==> src/core/stop_recovery_defs.svh <==
// Register offsets, field positions, reset values and timing counts of the stop and supply block.
`ifndef STOP_RECOVERY_DEFS_SVH
`define STOP_RECOVERY_DEFS_SVH
`define CLK_HZ 10000000
`define IDX_STOP_RECOVERY 12'h00b
`define IDX_VOLTAGE_DETECT 12'h00c
`define OFF_STOP_RECOVERY (`IDX_STOP_RECOVERY << 2)
`define OFF_VOLTAGE_DETECT (`IDX_VOLTAGE_DETECT << 2)
`define OFF_IRQ_STATUS 12'h040
`define OFF_MASK 12'h044
`define OFF_WATCHDOG_MODE 12'h048
`define OFF_STOP_CTRL 12'h04c
`define SRC_FLAG_BIT 7
`define SRC_POL_BIT 6
`define SRC_DELAY_BIT 5
`define SRC_SEL_LSB 2
`define SRC_SEL_MSB 4
`define SRC_DIV_BIT 0
`define SRC_RESET 8'h00
`define DET_HIGH_BIT 2
`define DET_LOW_BIT 1
`define DET_EN_BIT 0
`define IRQ_SUPPLY_BIT 5
`define WDM_STOP_BIT 3
`define WDM_RESET 8'h08
`define DET_SETTLE_US 20
`define DET_SETTLE_CYC ((`DET_SETTLE_US * `CLK_HZ + 999999) / 1000000)
`define DIV_RATIO 16
`define SHORT_DELAY_CYC 5
`define LONG_DELAY_CYC 64
`define POR_SEQ_CYC 128
`endif

==> src/core/stop_recovery_pkg.sv <==
// Types shared by the stop recovery and supply detection block.
package stop_recovery_pkg;
  typedef enum logic [1:0] {
    PWR_RUN = 2'b00,
    PWR_STOP = 2'b01,
    PWR_WAKE_DELAY = 2'b10,
    PWR_BROWNOUT = 2'b11
  } pwr_state_t;
endpackage

==> src/core/stop_recovery_voltage_detect.sv <==
// Stop mode recovery control, clock prescaler, brown-out reset and supply detection.
//
// Contract
// - Stop recovery bit 7 reads only; hardware sets it on recovery; power-on clears.
// - Bit 6 picks low or high level of the wake source.
// - Bit 5 picks the reset delay applied after recovery.
// - Bits 4..2 pick which source ends stop mode.
// - Bit 0 enables divide-by-16 on core and timer clocks.
// - Every stop recovery clears the divide-by-16 select bit.
// - Watchdog-during-stop bit keeps watchdog counting in stop; defaults to 1.
// - Watchdog in stop runs from the internal RC clock.
// - Brown-out comparator low forces global reset.
// - Supply restored runs a full power-on sequence, then resumes.
// - Voltage detect bit 0 enables monitoring; resets to 0.
// - Supply flags are invalid for 20 us after enabling detection.
// - Bit 2 high flag follows high comparator; resets 0.
// - Bit 1 low flag follows low comparator; resets 0.
// - Low flag with detection on latches interrupt bit 5 until cleared.
// - Latched request raises interrupt only when its mask bit is set.
`timescale 1ns/1ns
`default_nettype none
`include "stop_recovery_defs.svh"
module stop_recovery_voltage_detect
  import stop_recovery_pkg::*;
(
  // Clock and reset.
  input wire logic clk_sys,
  input wire logic rstn,
  // APB slave.
  input wire logic psel,
  input wire logic penable,
  input wire logic pwrite,
  input wire logic [11:0] paddr,
  input wire logic [31:0] pwdata,
  output logic [31:0] prdata,
  output logic pready,
  output logic pslverr,
  // Pins and comparators.
  input wire logic [7:0] wake_sources,
  input wire logic brownout_low,
  input wire logic supply_above_high,
  input wire logic supply_below_low,
  input wire logic stop_request,
  // Clock enables and status.
  output logic core_clk_en,
  output logic timer_interrupt_clock_en,
  output logic global_reset,
  output logic in_stop,
  output logic watchdog_rc_select,
  output logic watchdog_run,
  output logic supply_interrupt
);

  // ----------------------------------------------------------------
  // Reset release and input synchronisers
  // ----------------------------------------------------------------
  logic [1:0] rst_sync_reg;
  logic rst_n;
  always_ff @(posedge clk_sys or negedge rstn) begin
    if (!rstn) begin
      rst_sync_reg <= 2'b00;
    end else begin
      rst_sync_reg <= {rst_sync_reg[0], 1'b1};
    end
  end
  assign rst_n = rst_sync_reg[1];

  // Pins pass three stages; a change is taken once the last two agree.
  localparam int NIN = 12;
  logic [NIN-1:0] pin_raw;
  logic [NIN-1:0] s1_reg;
  logic [NIN-1:0] s2_reg;
  logic [NIN-1:0] s3_reg;
  logic [NIN-1:0] pin_reg;
  assign pin_raw = {stop_request, supply_below_low, supply_above_high, brownout_low,
                    wake_sources};
  always_ff @(posedge clk_sys or negedge rst_n) begin
    if (!rst_n) begin
      s1_reg <= '0;
      s2_reg <= '0;
      s3_reg <= '0;
      pin_reg <= '0;
    end else begin
      s1_reg <= pin_raw;
      s2_reg <= s1_reg;
      s3_reg <= s2_reg;
      for (int i = 0; i < NIN; i++) begin
        if (s2_reg[i] == s3_reg[i]) begin
          pin_reg[i] <= s3_reg[i];
        end
      end
    end
  end
  logic [7:0] wake_in;
  logic bo_in;
  logic hi_in;
  logic lo_in;
  logic stop_in;
  assign wake_in = pin_reg[7:0];
  assign bo_in = pin_reg[8];
  assign hi_in = pin_reg[9];
  assign lo_in = pin_reg[10];
  assign stop_in = pin_reg[11];

  // ----------------------------------------------------------------
  // Registers
  // ----------------------------------------------------------------
  logic recovered_reg;
  logic wake_pol_reg;
  logic delay_sel_reg;
  logic [2:0] src_sel_reg;
  logic div16_reg;
  logic det_en_reg;
  logic irq_reg;
  logic mask_reg;
  logic wdt_stop_reg;
  logic high_flag_reg;
  logic low_flag_reg;
  pwr_state_t state_reg;
  logic [7:0] cnt_reg;
  logic [7:0] settle_reg;
  logic [3:0] div_reg;

  logic wr;
  logic rd;
  logic hit;
  assign wr = psel && penable && pwrite;
  assign rd = psel && !penable && !pwrite;
  assign hit = (paddr == `OFF_STOP_RECOVERY) || (paddr == `OFF_VOLTAGE_DETECT) ||
               (paddr == `OFF_IRQ_STATUS) || (paddr == `OFF_MASK) ||
               (paddr == `OFF_WATCHDOG_MODE) || (paddr == `OFF_STOP_CTRL);

  logic wake_event;
  logic flags_valid;
  assign wake_event = (state_reg == PWR_STOP) &&
                      ((wake_in[src_sel_reg] ^ wake_pol_reg) == 1'b0);
  assign flags_valid = det_en_reg && (settle_reg == 8'h00);

  // Only power-on clears the recovered flag; the APB reset is the power-on path.
  always_ff @(posedge clk_sys or negedge rst_n) begin
    if (!rst_n) begin
      recovered_reg <= 1'b0;
    end else if (wake_event) begin
      recovered_reg <= 1'b1;
    end
  end

  always_ff @(posedge clk_sys or negedge rst_n) begin
    if (!rst_n) begin
      wake_pol_reg <= 1'b0;
      delay_sel_reg <= 1'b0;
      src_sel_reg <= 3'h0;
      div16_reg <= 1'b0;
    end else if (state_reg == PWR_BROWNOUT) begin
      wake_pol_reg <= 1'b0;
      delay_sel_reg <= 1'b0;
      src_sel_reg <= 3'h0;
      div16_reg <= 1'b0;
    end else if (wake_event) begin
      div16_reg <= 1'b0;
    end else if (wr && paddr == `OFF_STOP_RECOVERY) begin
      wake_pol_reg <= pwdata[`SRC_POL_BIT];
      delay_sel_reg <= pwdata[`SRC_DELAY_BIT];
      src_sel_reg <= pwdata[`SRC_SEL_MSB:`SRC_SEL_LSB];
      div16_reg <= pwdata[`SRC_DIV_BIT];
    end
  end

  always_ff @(posedge clk_sys or negedge rst_n) begin
    if (!rst_n) begin
      det_en_reg <= 1'b0;
      mask_reg <= 1'b0;
      wdt_stop_reg <= 1'b1;
    end else if (state_reg == PWR_BROWNOUT) begin
      det_en_reg <= 1'b0;
      mask_reg <= 1'b0;
      wdt_stop_reg <= 1'b1;
    end else if (wr) begin
      if (paddr == `OFF_VOLTAGE_DETECT) begin
        det_en_reg <= pwdata[`DET_EN_BIT];
      end
      if (paddr == `OFF_MASK) begin
        mask_reg <= pwdata[`IRQ_SUPPLY_BIT];
      end
      if (paddr == `OFF_WATCHDOG_MODE) begin
        wdt_stop_reg <= pwdata[`WDM_STOP_BIT];
      end
    end
  end

  // ----------------------------------------------------------------
  // Supply detection
  // ----------------------------------------------------------------
  always_ff @(posedge clk_sys or negedge rst_n) begin
    if (!rst_n) begin
      settle_reg <= 8'h00;
    end else if (!det_en_reg) begin
      settle_reg <= 8'(`DET_SETTLE_CYC);
    end else if (settle_reg != 8'h00) begin
      settle_reg <= settle_reg - 8'h01;
    end
  end

  always_ff @(posedge clk_sys or negedge rst_n) begin
    if (!rst_n) begin
      high_flag_reg <= 1'b0;
      low_flag_reg <= 1'b0;
    end else begin
      high_flag_reg <= flags_valid && hi_in;
      low_flag_reg <= flags_valid && lo_in;
    end
  end

  // A new low-supply event wins over a software clear in the same cycle.
  always_ff @(posedge clk_sys or negedge rst_n) begin
    if (!rst_n) begin
      irq_reg <= 1'b0;
    end else if (state_reg == PWR_BROWNOUT) begin
      irq_reg <= 1'b0;
    end else if (det_en_reg && low_flag_reg) begin
      irq_reg <= 1'b1;
    end else if (wr && paddr == `OFF_IRQ_STATUS && pwdata[`IRQ_SUPPLY_BIT]) begin
      irq_reg <= 1'b0;
    end
  end

  // ----------------------------------------------------------------
  // Power sequencing
  // ----------------------------------------------------------------
  always_ff @(posedge clk_sys or negedge rst_n) begin
    if (!rst_n) begin
      state_reg <= PWR_RUN;
      cnt_reg <= 8'h00;
    end else if (bo_in) begin
      state_reg <= PWR_BROWNOUT;
      cnt_reg <= 8'(`POR_SEQ_CYC);
    end else begin
      unique case (state_reg)
        PWR_RUN: begin
          if (stop_in || (wr && paddr == `OFF_STOP_CTRL && pwdata[0])) begin
            state_reg <= PWR_STOP;
          end
        end
        PWR_STOP: begin
          if (wake_event) begin
            state_reg <= PWR_WAKE_DELAY;
            cnt_reg <= delay_sel_reg ? 8'(`LONG_DELAY_CYC) : 8'(`SHORT_DELAY_CYC);
          end
        end
        PWR_WAKE_DELAY, PWR_BROWNOUT: begin
          if (cnt_reg == 8'h00) begin
            state_reg <= PWR_RUN;
          end else begin
            cnt_reg <= cnt_reg - 8'h01;
          end
        end
      endcase
    end
  end

  always_ff @(posedge clk_sys or negedge rst_n) begin
    if (!rst_n) begin
      div_reg <= 4'h0;
    end else begin
      div_reg <= div_reg + 4'h1;
    end
  end

  // One tick per divider wrap gives the divide-by-16 rate; no gated clock is made.
  logic div_tick;
  assign div_tick = (div_reg == 4'(`DIV_RATIO - 1));

  // ----------------------------------------------------------------
  // Outputs
  // ----------------------------------------------------------------
  always_ff @(posedge clk_sys or negedge rst_n) begin
    if (!rst_n) begin
      core_clk_en <= 1'b0;
      timer_interrupt_clock_en <= 1'b0;
      global_reset <= 1'b1;
      in_stop <= 1'b0;
      watchdog_rc_select <= 1'b0;
      watchdog_run <= 1'b1;
      supply_interrupt <= 1'b0;
    end else begin
      core_clk_en <= (state_reg == PWR_RUN) && (!div16_reg || div_tick);
      timer_interrupt_clock_en <= (state_reg != PWR_STOP) && (state_reg != PWR_BROWNOUT) &&
                                  (!div16_reg || div_tick);
      global_reset <= bo_in || (state_reg == PWR_BROWNOUT) ||
                      (state_reg == PWR_WAKE_DELAY);
      in_stop <= (state_reg == PWR_STOP);
      watchdog_rc_select <= (state_reg == PWR_STOP) && wdt_stop_reg;
      watchdog_run <= (state_reg != PWR_STOP) || wdt_stop_reg;
      supply_interrupt <= irq_reg && mask_reg;
    end
  end

  // ----------------------------------------------------------------
  // Read views of the registers
  // ----------------------------------------------------------------
  // Write-only fields are left out of the views, so they always read back as zero.
  logic [7:0] src_view;
  logic [7:0] det_view;
  logic [7:0] irq_view;
  logic [7:0] mask_view;
  logic [7:0] wdm_view;
  always_comb begin
    src_view = 8'h00;
    src_view[`SRC_FLAG_BIT] = recovered_reg;
    det_view = 8'h00;
    det_view[`DET_HIGH_BIT] = high_flag_reg;
    det_view[`DET_LOW_BIT] = low_flag_reg;
    det_view[`DET_EN_BIT] = det_en_reg;
    irq_view = 8'h00;
    irq_view[`IRQ_SUPPLY_BIT] = irq_reg;
    mask_view = 8'h00;
    mask_view[`IRQ_SUPPLY_BIT] = mask_reg;
    wdm_view = 8'h00;
    wdm_view[`WDM_STOP_BIT] = wdt_stop_reg;
  end

  // ----------------------------------------------------------------
  // APB slave: zero wait states, unmapped reads zero with an error
  // ----------------------------------------------------------------
  always_ff @(posedge clk_sys or negedge rst_n) begin
    if (!rst_n) begin
      prdata <= 32'h0000_0000;
      pready <= 1'b0;
      pslverr <= 1'b0;
    end else begin
      pready <= psel && !penable;
      pslverr <= psel && !penable && !hit;
      if (rd) begin
        unique case (paddr)
          `OFF_STOP_RECOVERY: prdata <= {24'h0, src_view};
          `OFF_VOLTAGE_DETECT: prdata <= {24'h0, det_view};
          `OFF_IRQ_STATUS: prdata <= {24'h0, irq_view};
          `OFF_MASK: prdata <= {24'h0, mask_view};
          `OFF_WATCHDOG_MODE: prdata <= {24'h0, wdm_view};
          `OFF_STOP_CTRL: prdata <= {30'h0, state_reg};
          default: prdata <= 32'h0000_0000;
        endcase
      end
    end
  end

endmodule
`default_nettype wire

==> config.mk <==
export PLATFORM = sky130hd
export DESIGN_NAME = stop_recovery_voltage_detect
export DESIGN_NICKNAME = d
export VERILOG_FILES = /design/src/core/stop_recovery_pkg.sv /design/src/core/stop_recovery_voltage_detect.sv
export VERILOG_INCLUDE_DIRS = /design/src /design/src/core
export SDC_FILE = /design/constraint.sdc
export NUM_CORES = 1
export LEC_CHECK = 0
export BUFFER_PORTS_ARGS = -buffer_cell sky130_fd_sc_hd__buf_2
export CAP_MARGIN = 20
export CELL_PAD_IN_SITES_DETAIL_PLACEMENT = 2
export CELL_PAD_IN_SITES_GLOBAL_PLACEMENT = 2
export CORE_AREA = 8 8 125 127
export DETAILED_ROUTE_END_ITERATION = 8
export DIE_AREA = 0 0 133 135
export PLACE_DENSITY = 0.84
export SKIP_CTS_REPAIR_TIMING = 1
export SLEW_MARGIN = 20
export SYNTH_ARGS = -nofsm -noshare
export SYNTH_HDL_FRONTEND = slang
export SYNTH_SLANG_ARGS = --single-unit
==> constraint.sdc <==
create_clock -name clk_sys -period 2.8 [get_ports clk_sys]
set_input_delay 0.28 -clock clk_sys [delete_from_list [all_inputs] [get_ports clk_sys]]
set_output_delay 0.28 -clock clk_sys [all_outputs]
set_load 0.02 [all_outputs]
==> impl_metrics.py, run 1 <==
metrics = {
    "status": {
        "status": "finished, final reports clean",
    },
    "clock_tree": {
        "clk_pin_slew_ns": 0.07,
        "clk_latency_ns": 0.34,
        "cts_tree": "done",
        "cts_buffer_depth": 2,
        "htree_levels": 3,
        "root_buffer": "clkbuf_16",
        "numCtsBuffers": 9,
        "numClockSinks": 100,
    },
    "die": {
        "initial_core_util": 0.2930,
        "rows": 43,
        "placeableCoreArea_um2": 13610,
        "io_pins": 102,
        "die_width_um": 133,
        "die_area_um2": 17960,
        "die_y_um": 135,
    },
    "timing": {
        "min_period_ns": 2.157,
        "max_clock_freq_mhz": 463.7,
        "finalSetupViolCount": 0,
        "finalHoldViolCount": 0,
        "whs_ns": 0.03600,
        "tightestPinTransition_ns": 0.7059,
        "drv_slew": 0,
        "timing.final.crit_share": 0.7702,
        "fin_worst_skew_ns": 0.005061,
        "tns_ns": 0,
        "slew_headroom": 0.5294,
        "rsz0062_at_grt": "false",
    },
    "detailed_routing": {
        "wl_um": 9057,
        "drt_iter0_drc": 143,
        "via_per_inst": 4.531,
        "drcViolationCount": 0,
        "route.vias.total": 2587,
        "detail_route.first_pass.iterations": 4,
        "ant_nets": 0,
        "wl_per_cell_um": 15.86,
    },
    "worst_setup_path": {
        "critPathCaptureType": "register",
        "crit_required_ns": 3.06,
        "rr_startpoint": "cnt_reg[4]",
        "r2r_slack_ns": 0.64,
        "critPathLaunchType": "register",
        "critPathMaxFanout": 6,
        "timing_worst_setup_path_type": "reg -> reg",
        "arrival_ns": 2.41,
        "r2r_cells": 6,
        "r2r_end": "cnt_reg[1]",
    },
    "grt": {
        "track_usage": 0.1092,
        "grt_pass1_wl_um": 15570,
        "antenna_found_initial": 1,
        "grt_max_degree": 54,
        "overflow": 0,
        "first_global_vias": 3072,
    },
    "yosys": {
        "synthSimpleGateAreaFrac": 0.1324,
        "yosysTopAreaCell": "dfrtp_1",
        "yosysMostFrequentCell": "dfrtp_1",
        "syn_area_um2": 3989,
        "synth_top_area_share": 0.6085,
        "synth_mux_area_frac": 0.02949,
        "avgSynthCellArea_um2": 12.12,
        "synth_area_leaders": "dfrtp_1 61%, buf_4 4.9%, maj3_1 3.0%",
        "synth_xor_area_frac": 0.01757,
        "synth_top_family_by_area": "simple AND/OR/NAND/NOR gates",
        "syn-instance-count": 329,
        "synth_edf_count": 0,
        "synth-seq-area-share": 0.6283,
        "yosysWarnings": 0,
        "synth-seq-cells": 100,
        "synthFlopType": "dfrtp_1",
        "async_flop_share": 1.000,
        "synthAdderAreaFrac": 0.04266,
        "synth_compound_area_frac": 0.07811,
        "synthTopCellsByCount": "97 x dfrtp_1, 30 x nand2_1, 26 x buf_4",
        "ys_types": 46,
    },
    "power": {
        "p_total_uw": 3342,
        "p_leak_uw": 0.002109,
        "power_density_nw_per_um2": 718.5,
        "ir_drop_mv": 0.3319,
    },
    "flow_run": {
        "maxCapViolCount": 0,
    },
    "final_layout": {
        "nNetsFinal": 450,
        "n_fill_cell": 1449,
        "fin_area_um2": 4652,
        "layout-drive-gt1-share": 0.1897,
        "syn_to_final_growth_pct": 16.62,
    },
    "min_path": {
        "whs_path_depth": 1,
        "hp-start": "wake_sources[3]",
        "hold_class": "in -> reg",
        "whs_endpoint": "s1_reg[3]",
    },
    "place": {
        "port_buffers": 49,
        "placed_area_um2": 4352,
        "hpwl_um": 6703,
        "place_congestion": 0.7661,
    },
}
report_power, final:
| part | switching [uW] | total, uW | internal [uW] |
|---|---|---|---|
| Clock | 550 | 1190 | 640 |
| Combinational | 296 | 481 | 185 |
| Sequential | 111 | 1670 | 1560 |
metal layers:
layer / track usage / vias to the layer above / part of all wire
li1: - / 1200 / -
met1: 0.1247 / 1315 / 0.44
met2: 0.1827 / 57 / 0.50
met3: 0.03269 / 15 / 0.040
met4: 0.05489 / 0 / 0.026
met5: 0 / - / 0
final cells by class:
cell class / count / area, um2 / area share
Sequential cell: 100 / 2510 / 0.5395
Multi-Input combinational cell: 210 / 1299 / 0.2792
Timing Repair Buffer: 52 / 282.8 / 0.06079
Clock buffer: 11 / 242.7 / 0.05218
Tap cell: 180 / 225.2 / 0.04841
Clock inverter: 5 / 45.04 / 0.009683
Inverter: 12 / 45.04 / 0.009683
Antenna cell: 1 / 2.502 / 0.0005379
worst max-delay path by stage:
stage | from | endpoint | depth (start not counted)
after floorplan | src_sel_reg[0] | cnt_reg[7] | 7
after global placement | paddr[9] | src_sel_reg[1] | 7
after detailed placement | paddr[9] | src_sel_reg[0] | 7
after CTS | cnt_reg[4] | cnt_reg[5] | 6
after global routing | cnt_reg[4] | cnt_reg[5] | 6
final | cnt_reg[4] | cnt_reg[1] | 6
layout by cell type (no fill, tap or decap), drive strengths merged, types with 2 or more instances in the layout:
master | Yosys | final
a21oi | 7 | 7
a22o | 7 | 7
a31oi | 8 | 8
a32oi | 3 | 3
and2 | 12 | 12
and3 | 6 | 6
buf | 28 | 51
clkbuf | 4 | 11
clkinv | 0 | 2
conb | 2 | 27
dfrtp | 97 | 97
dfstp | 3 | 3
ha | 4 | 4
inv | 12 | 14
maj3 | 12 | 12
mux2i | 8 | 8
nand2 | 30 | 30
nand2b | 9 | 9
nand3 | 6 | 6
nand4 | 2 | 2
nor2 | 13 | 13
nor2b | 2 | 2
nor3 | 9 | 9
nor3b | 2 | 2
nor4 | 3 | 3
o21ai | 14 | 14
or3 | 2 | 2
xnor2 | 5 | 5
xor2 | 3 | 3
cell families (layout without fill, tap and decap cells):
group           after synthesis  in the layout
compound gates               47             47
xor+xnor                      8              8
fa+ha+maj                    16             16
buf+inv                      44             80
flops                       100            100
mux                          10             10
other cells                   2             28
simple gates                102            102
per-stage QoR:
stage | setup WS, ns | instances | util
global placement | 0.6664 | 553 | 0.3197
global route | 0.4549 | 570 | 0.3416
detailed placement | 0.5970 | 553 | 0.3197
floorplan | 0.7873 | 354 | -
CTS | 0.6043 | 569 | 0.3408
finish | 0.6433 | 571 | 0.3418
critical path, cell delays in order, from the launching register on:
cell,delay [ns]
dfrtp_1,0.45
nor3_1,0.24
nand4_1,0.22
a21oi_1,0.47
and2_1,0.34
inv_1,0.15
o21ai_0,0.20
Power figures use the tool's default switching activity.
==> run 2: changes to the inputs <==
==> constraint.sdc (replaced) <==
create_clock -name clk_sys -period 1.9 [get_ports clk_sys]
set_input_delay 0.19 -clock clk_sys [delete_from_list [all_inputs] [get_ports clk_sys]]
set_output_delay 0.19 -clock clk_sys [all_outputs]
set_load 0.02 [all_outputs]
==> run 2 against run 1 <==
The flow now finishes with violations (setup timing); power increased by 57%; clock skew increased by 0.0010 ns; combinational power increased by 110%; register-to-register slack got worse by 0.75 ns; via count increased by 5.8%; first-iteration DRC count increased by 17%; die area unchanged; critical path depth unchanged; largest cell class unchanged; largest power group unchanged.
==> impl_metrics.py, run 2 (same netlist as run 1, synthesis figures left out) <==
metrics = {
    "detailed_routing": {
        "wl_met1_um": 3968,
        "drt_iter0_drc": 168,
        "detail_route.first_pass.iterations": 4,
        "dr_wl_met2_um": 5229,
        "met3_wirelength_um": 433,
        "drcViolationCount": 0,
        "wl_per_cell_um": 16.39,
        "via_per_inst": 4.547,
        "wl_um": 9865,
        "route.vias.total": 2737,
        "ant_nets": 0,
        "highest_layer": "met4",
    },
    "min_path": {
        "hold_class": "in -> reg",
        "hp-start": "penable",
    },
    "timing": {
        "fin_worst_skew_ns": 0.006061,
        "timing.final.crit_share": 1.055,
        "drv_slew": 0,
        "min_period_ns": 2.005,
        "finalHoldViolCount": 0,
        "rsz0062_at_grt": "true",
        "setup_slack_ns": -0.1048,
        "max_clock_freq_mhz": 498.8,
        "finalSetupViolCount": 14,
    },
    "power": {
        "power_frac_clock": 0.345,
        "p_seq_frac": 0.464,
        "ir_drop_mv": 0.4139,
        "power_density_nw_per_um2": 1047,
        "combPwrFrac": 0.190,
        "p_leak_uw": 0.002266,
        "net-switching-power_uw": 1590,
        "swShare": 0.3035,
        "p_total_uw": 5238,
        "intPower_uw": 3649,
    },
    "grt": {
        "overflow": 0,
        "grt_max_degree": 53,
        "grt_pass1_wl_um": 16420,
        "track_usage": 0.1153,
        "first_global_vias": 3251,
        "antenna_found_initial": 0,
    },
    "clock_tree": {
        "numClockSinks": 100,
        "clk_pin_slew_ns": 0.07,
        "root_buffer": "clkbuf_16",
        "cts_tree": "done",
        "htree_levels": 3,
        "clk_latency_ns": 0.35,
        "numCtsBuffers": 9,
        "cts_buffer_depth": 2,
    },
    "final_layout": {
        "ff_latch_area_um2": 2511,
        "final_common_cell": "dfrtp_1",
        "n_fill_cell": 1433,
        "layout-drive-gt1-share": 0.2565,
        "stdcell_count": 602,
        "fin_area_um2": 5004,
        "multiInputGateArea_um2": 1378,
        "syn_to_final_growth_pct": 25.44,
        "nNetsFinal": 481,
        "layout_common_cells": "95 x dfrtp_1, 49 x buf_2, 29 x nand2_1",
    },
    "worst_setup_path": {
        "critPathMaxFanout": 3,
        "arrival_ns": 2.23,
        "crit_required_ns": 2.13,
        "critPathLaunchType": "register",
        "critPathCaptureType": "register",
        "rr_startpoint": "cnt_reg[0]",
        "cp-startpoint": "cnt_reg[0]",
        "timing_worst_setup_path_type": "reg -> reg",
    },
    "die": {
        "die_width_um": 133,
        "die_y_um": 135,
        "die_area_um2": 17960,
        "initial_core_util": 0.2930,
        "rows": 43,
        "io_pins": 102,
        "placeableCoreArea_um2": 13610,
    },
    "status": {
        "status": "finished with violations",
        "violations": "setup timing",
    },
    "place": {
        "placed_area_um2": 4484,
        "place_congestion": 0.7690,
        "hpwl_um": 7137,
        "placed_cells": 570,
        "port_buffers": 49,
    },
    "flow_run": {
        "maxCapViolCount": 0,
    },
}
-- run 2: cell types whose count changed in the layout (fill, tap and decap cells not counted), moves of 2 or more --
cell           previous run  this run
and3_1                    6         4
buf_4                     1        19
dlygate4sd3_1             1        13
o21ai_0                  13        11
and3_4                    0         2
inv_8                     1         3
-- run 2: power groups by stage --
| stage | Sequential (uW) | Clock [uW] | Combinational, uW |
|---|---|---|---|
| 2_1_floorplan | 2470 | 0 | 532 |
| 3_3_place_gp | 2460 | 0 | 775 |
| 3_5_place_dp | 2470 | 0 | 839 |
| 4_1_cts | 2430 | 1880 | 855 |
| 5_1_grt | 2460 | 1960 | 1090 |
| 6_report | 2430 | 1810 | 997 |
-- run 2: path summary, 6_finish.rpt --
| check | depth (start not counted) | endpoint | slack [ns] |
|---|---|---|---|
| worst max-delay path | 6 | cnt_reg[6] | -0.10 |
| worst min-delay path | 2 | pready | 0.04 |
| worst max register to register | 6 | cnt_reg[6] | -0.10 |
| worst min register to register | 0 | s1_reg[11] | 0.26 |
| max in group asynchronous | 1 | watchdog_run | 1.00 |
| min in group asynchronous | 2 | rst_sync_reg[1] | 0.15 |
-- run 2: cell type report --
type | count | share of cell area
sequential | 100 | 0.5019
multi-input combinational | 210 | 0.2753
timing repair buffer | 83 | 0.1098
clock buffer | 9 | 0.04501
tap | 180 | 0.04501
clock inverter | 7 | 0.01300
inverter | 12 | 0.009502
antenna | 1 | 0.0005001
-- run 2: critical path, stage by stage, from the launching register on --
cell,delay [ns]
dfrtp_1,0.43
inv_1,0.14
ha_2,0.22
or3b_2,0.48
o311a_1,0.34
a31oi_1,0.19
o21ai_1,0.10
-- run 2: stage by stage --
step	TNS, ns	util	hold WS [ns]	setup WS (ns)
after detailed placement	-1.628	0.3294	-0.02392	-0.1751
after floorplan	-0.3848	-	-0.1056	-0.07506
after global placement	-1.050	0.3294	-0.02390	-0.1056
after global routing	-1.422	0.3674	0.04872	-0.1585
final	-0.5686	0.3676	0.04464	-0.1048
after CTS	-2.103	0.3508	-0.4135	-0.2217
-- run 2: layer usage --
metal,vias to the layer above,global-route usage
met5,-,0
met4,0,0.05237
met3,18,0.03900
met2,60,0.2026
met1,1400,0.1230
li1,1259,-
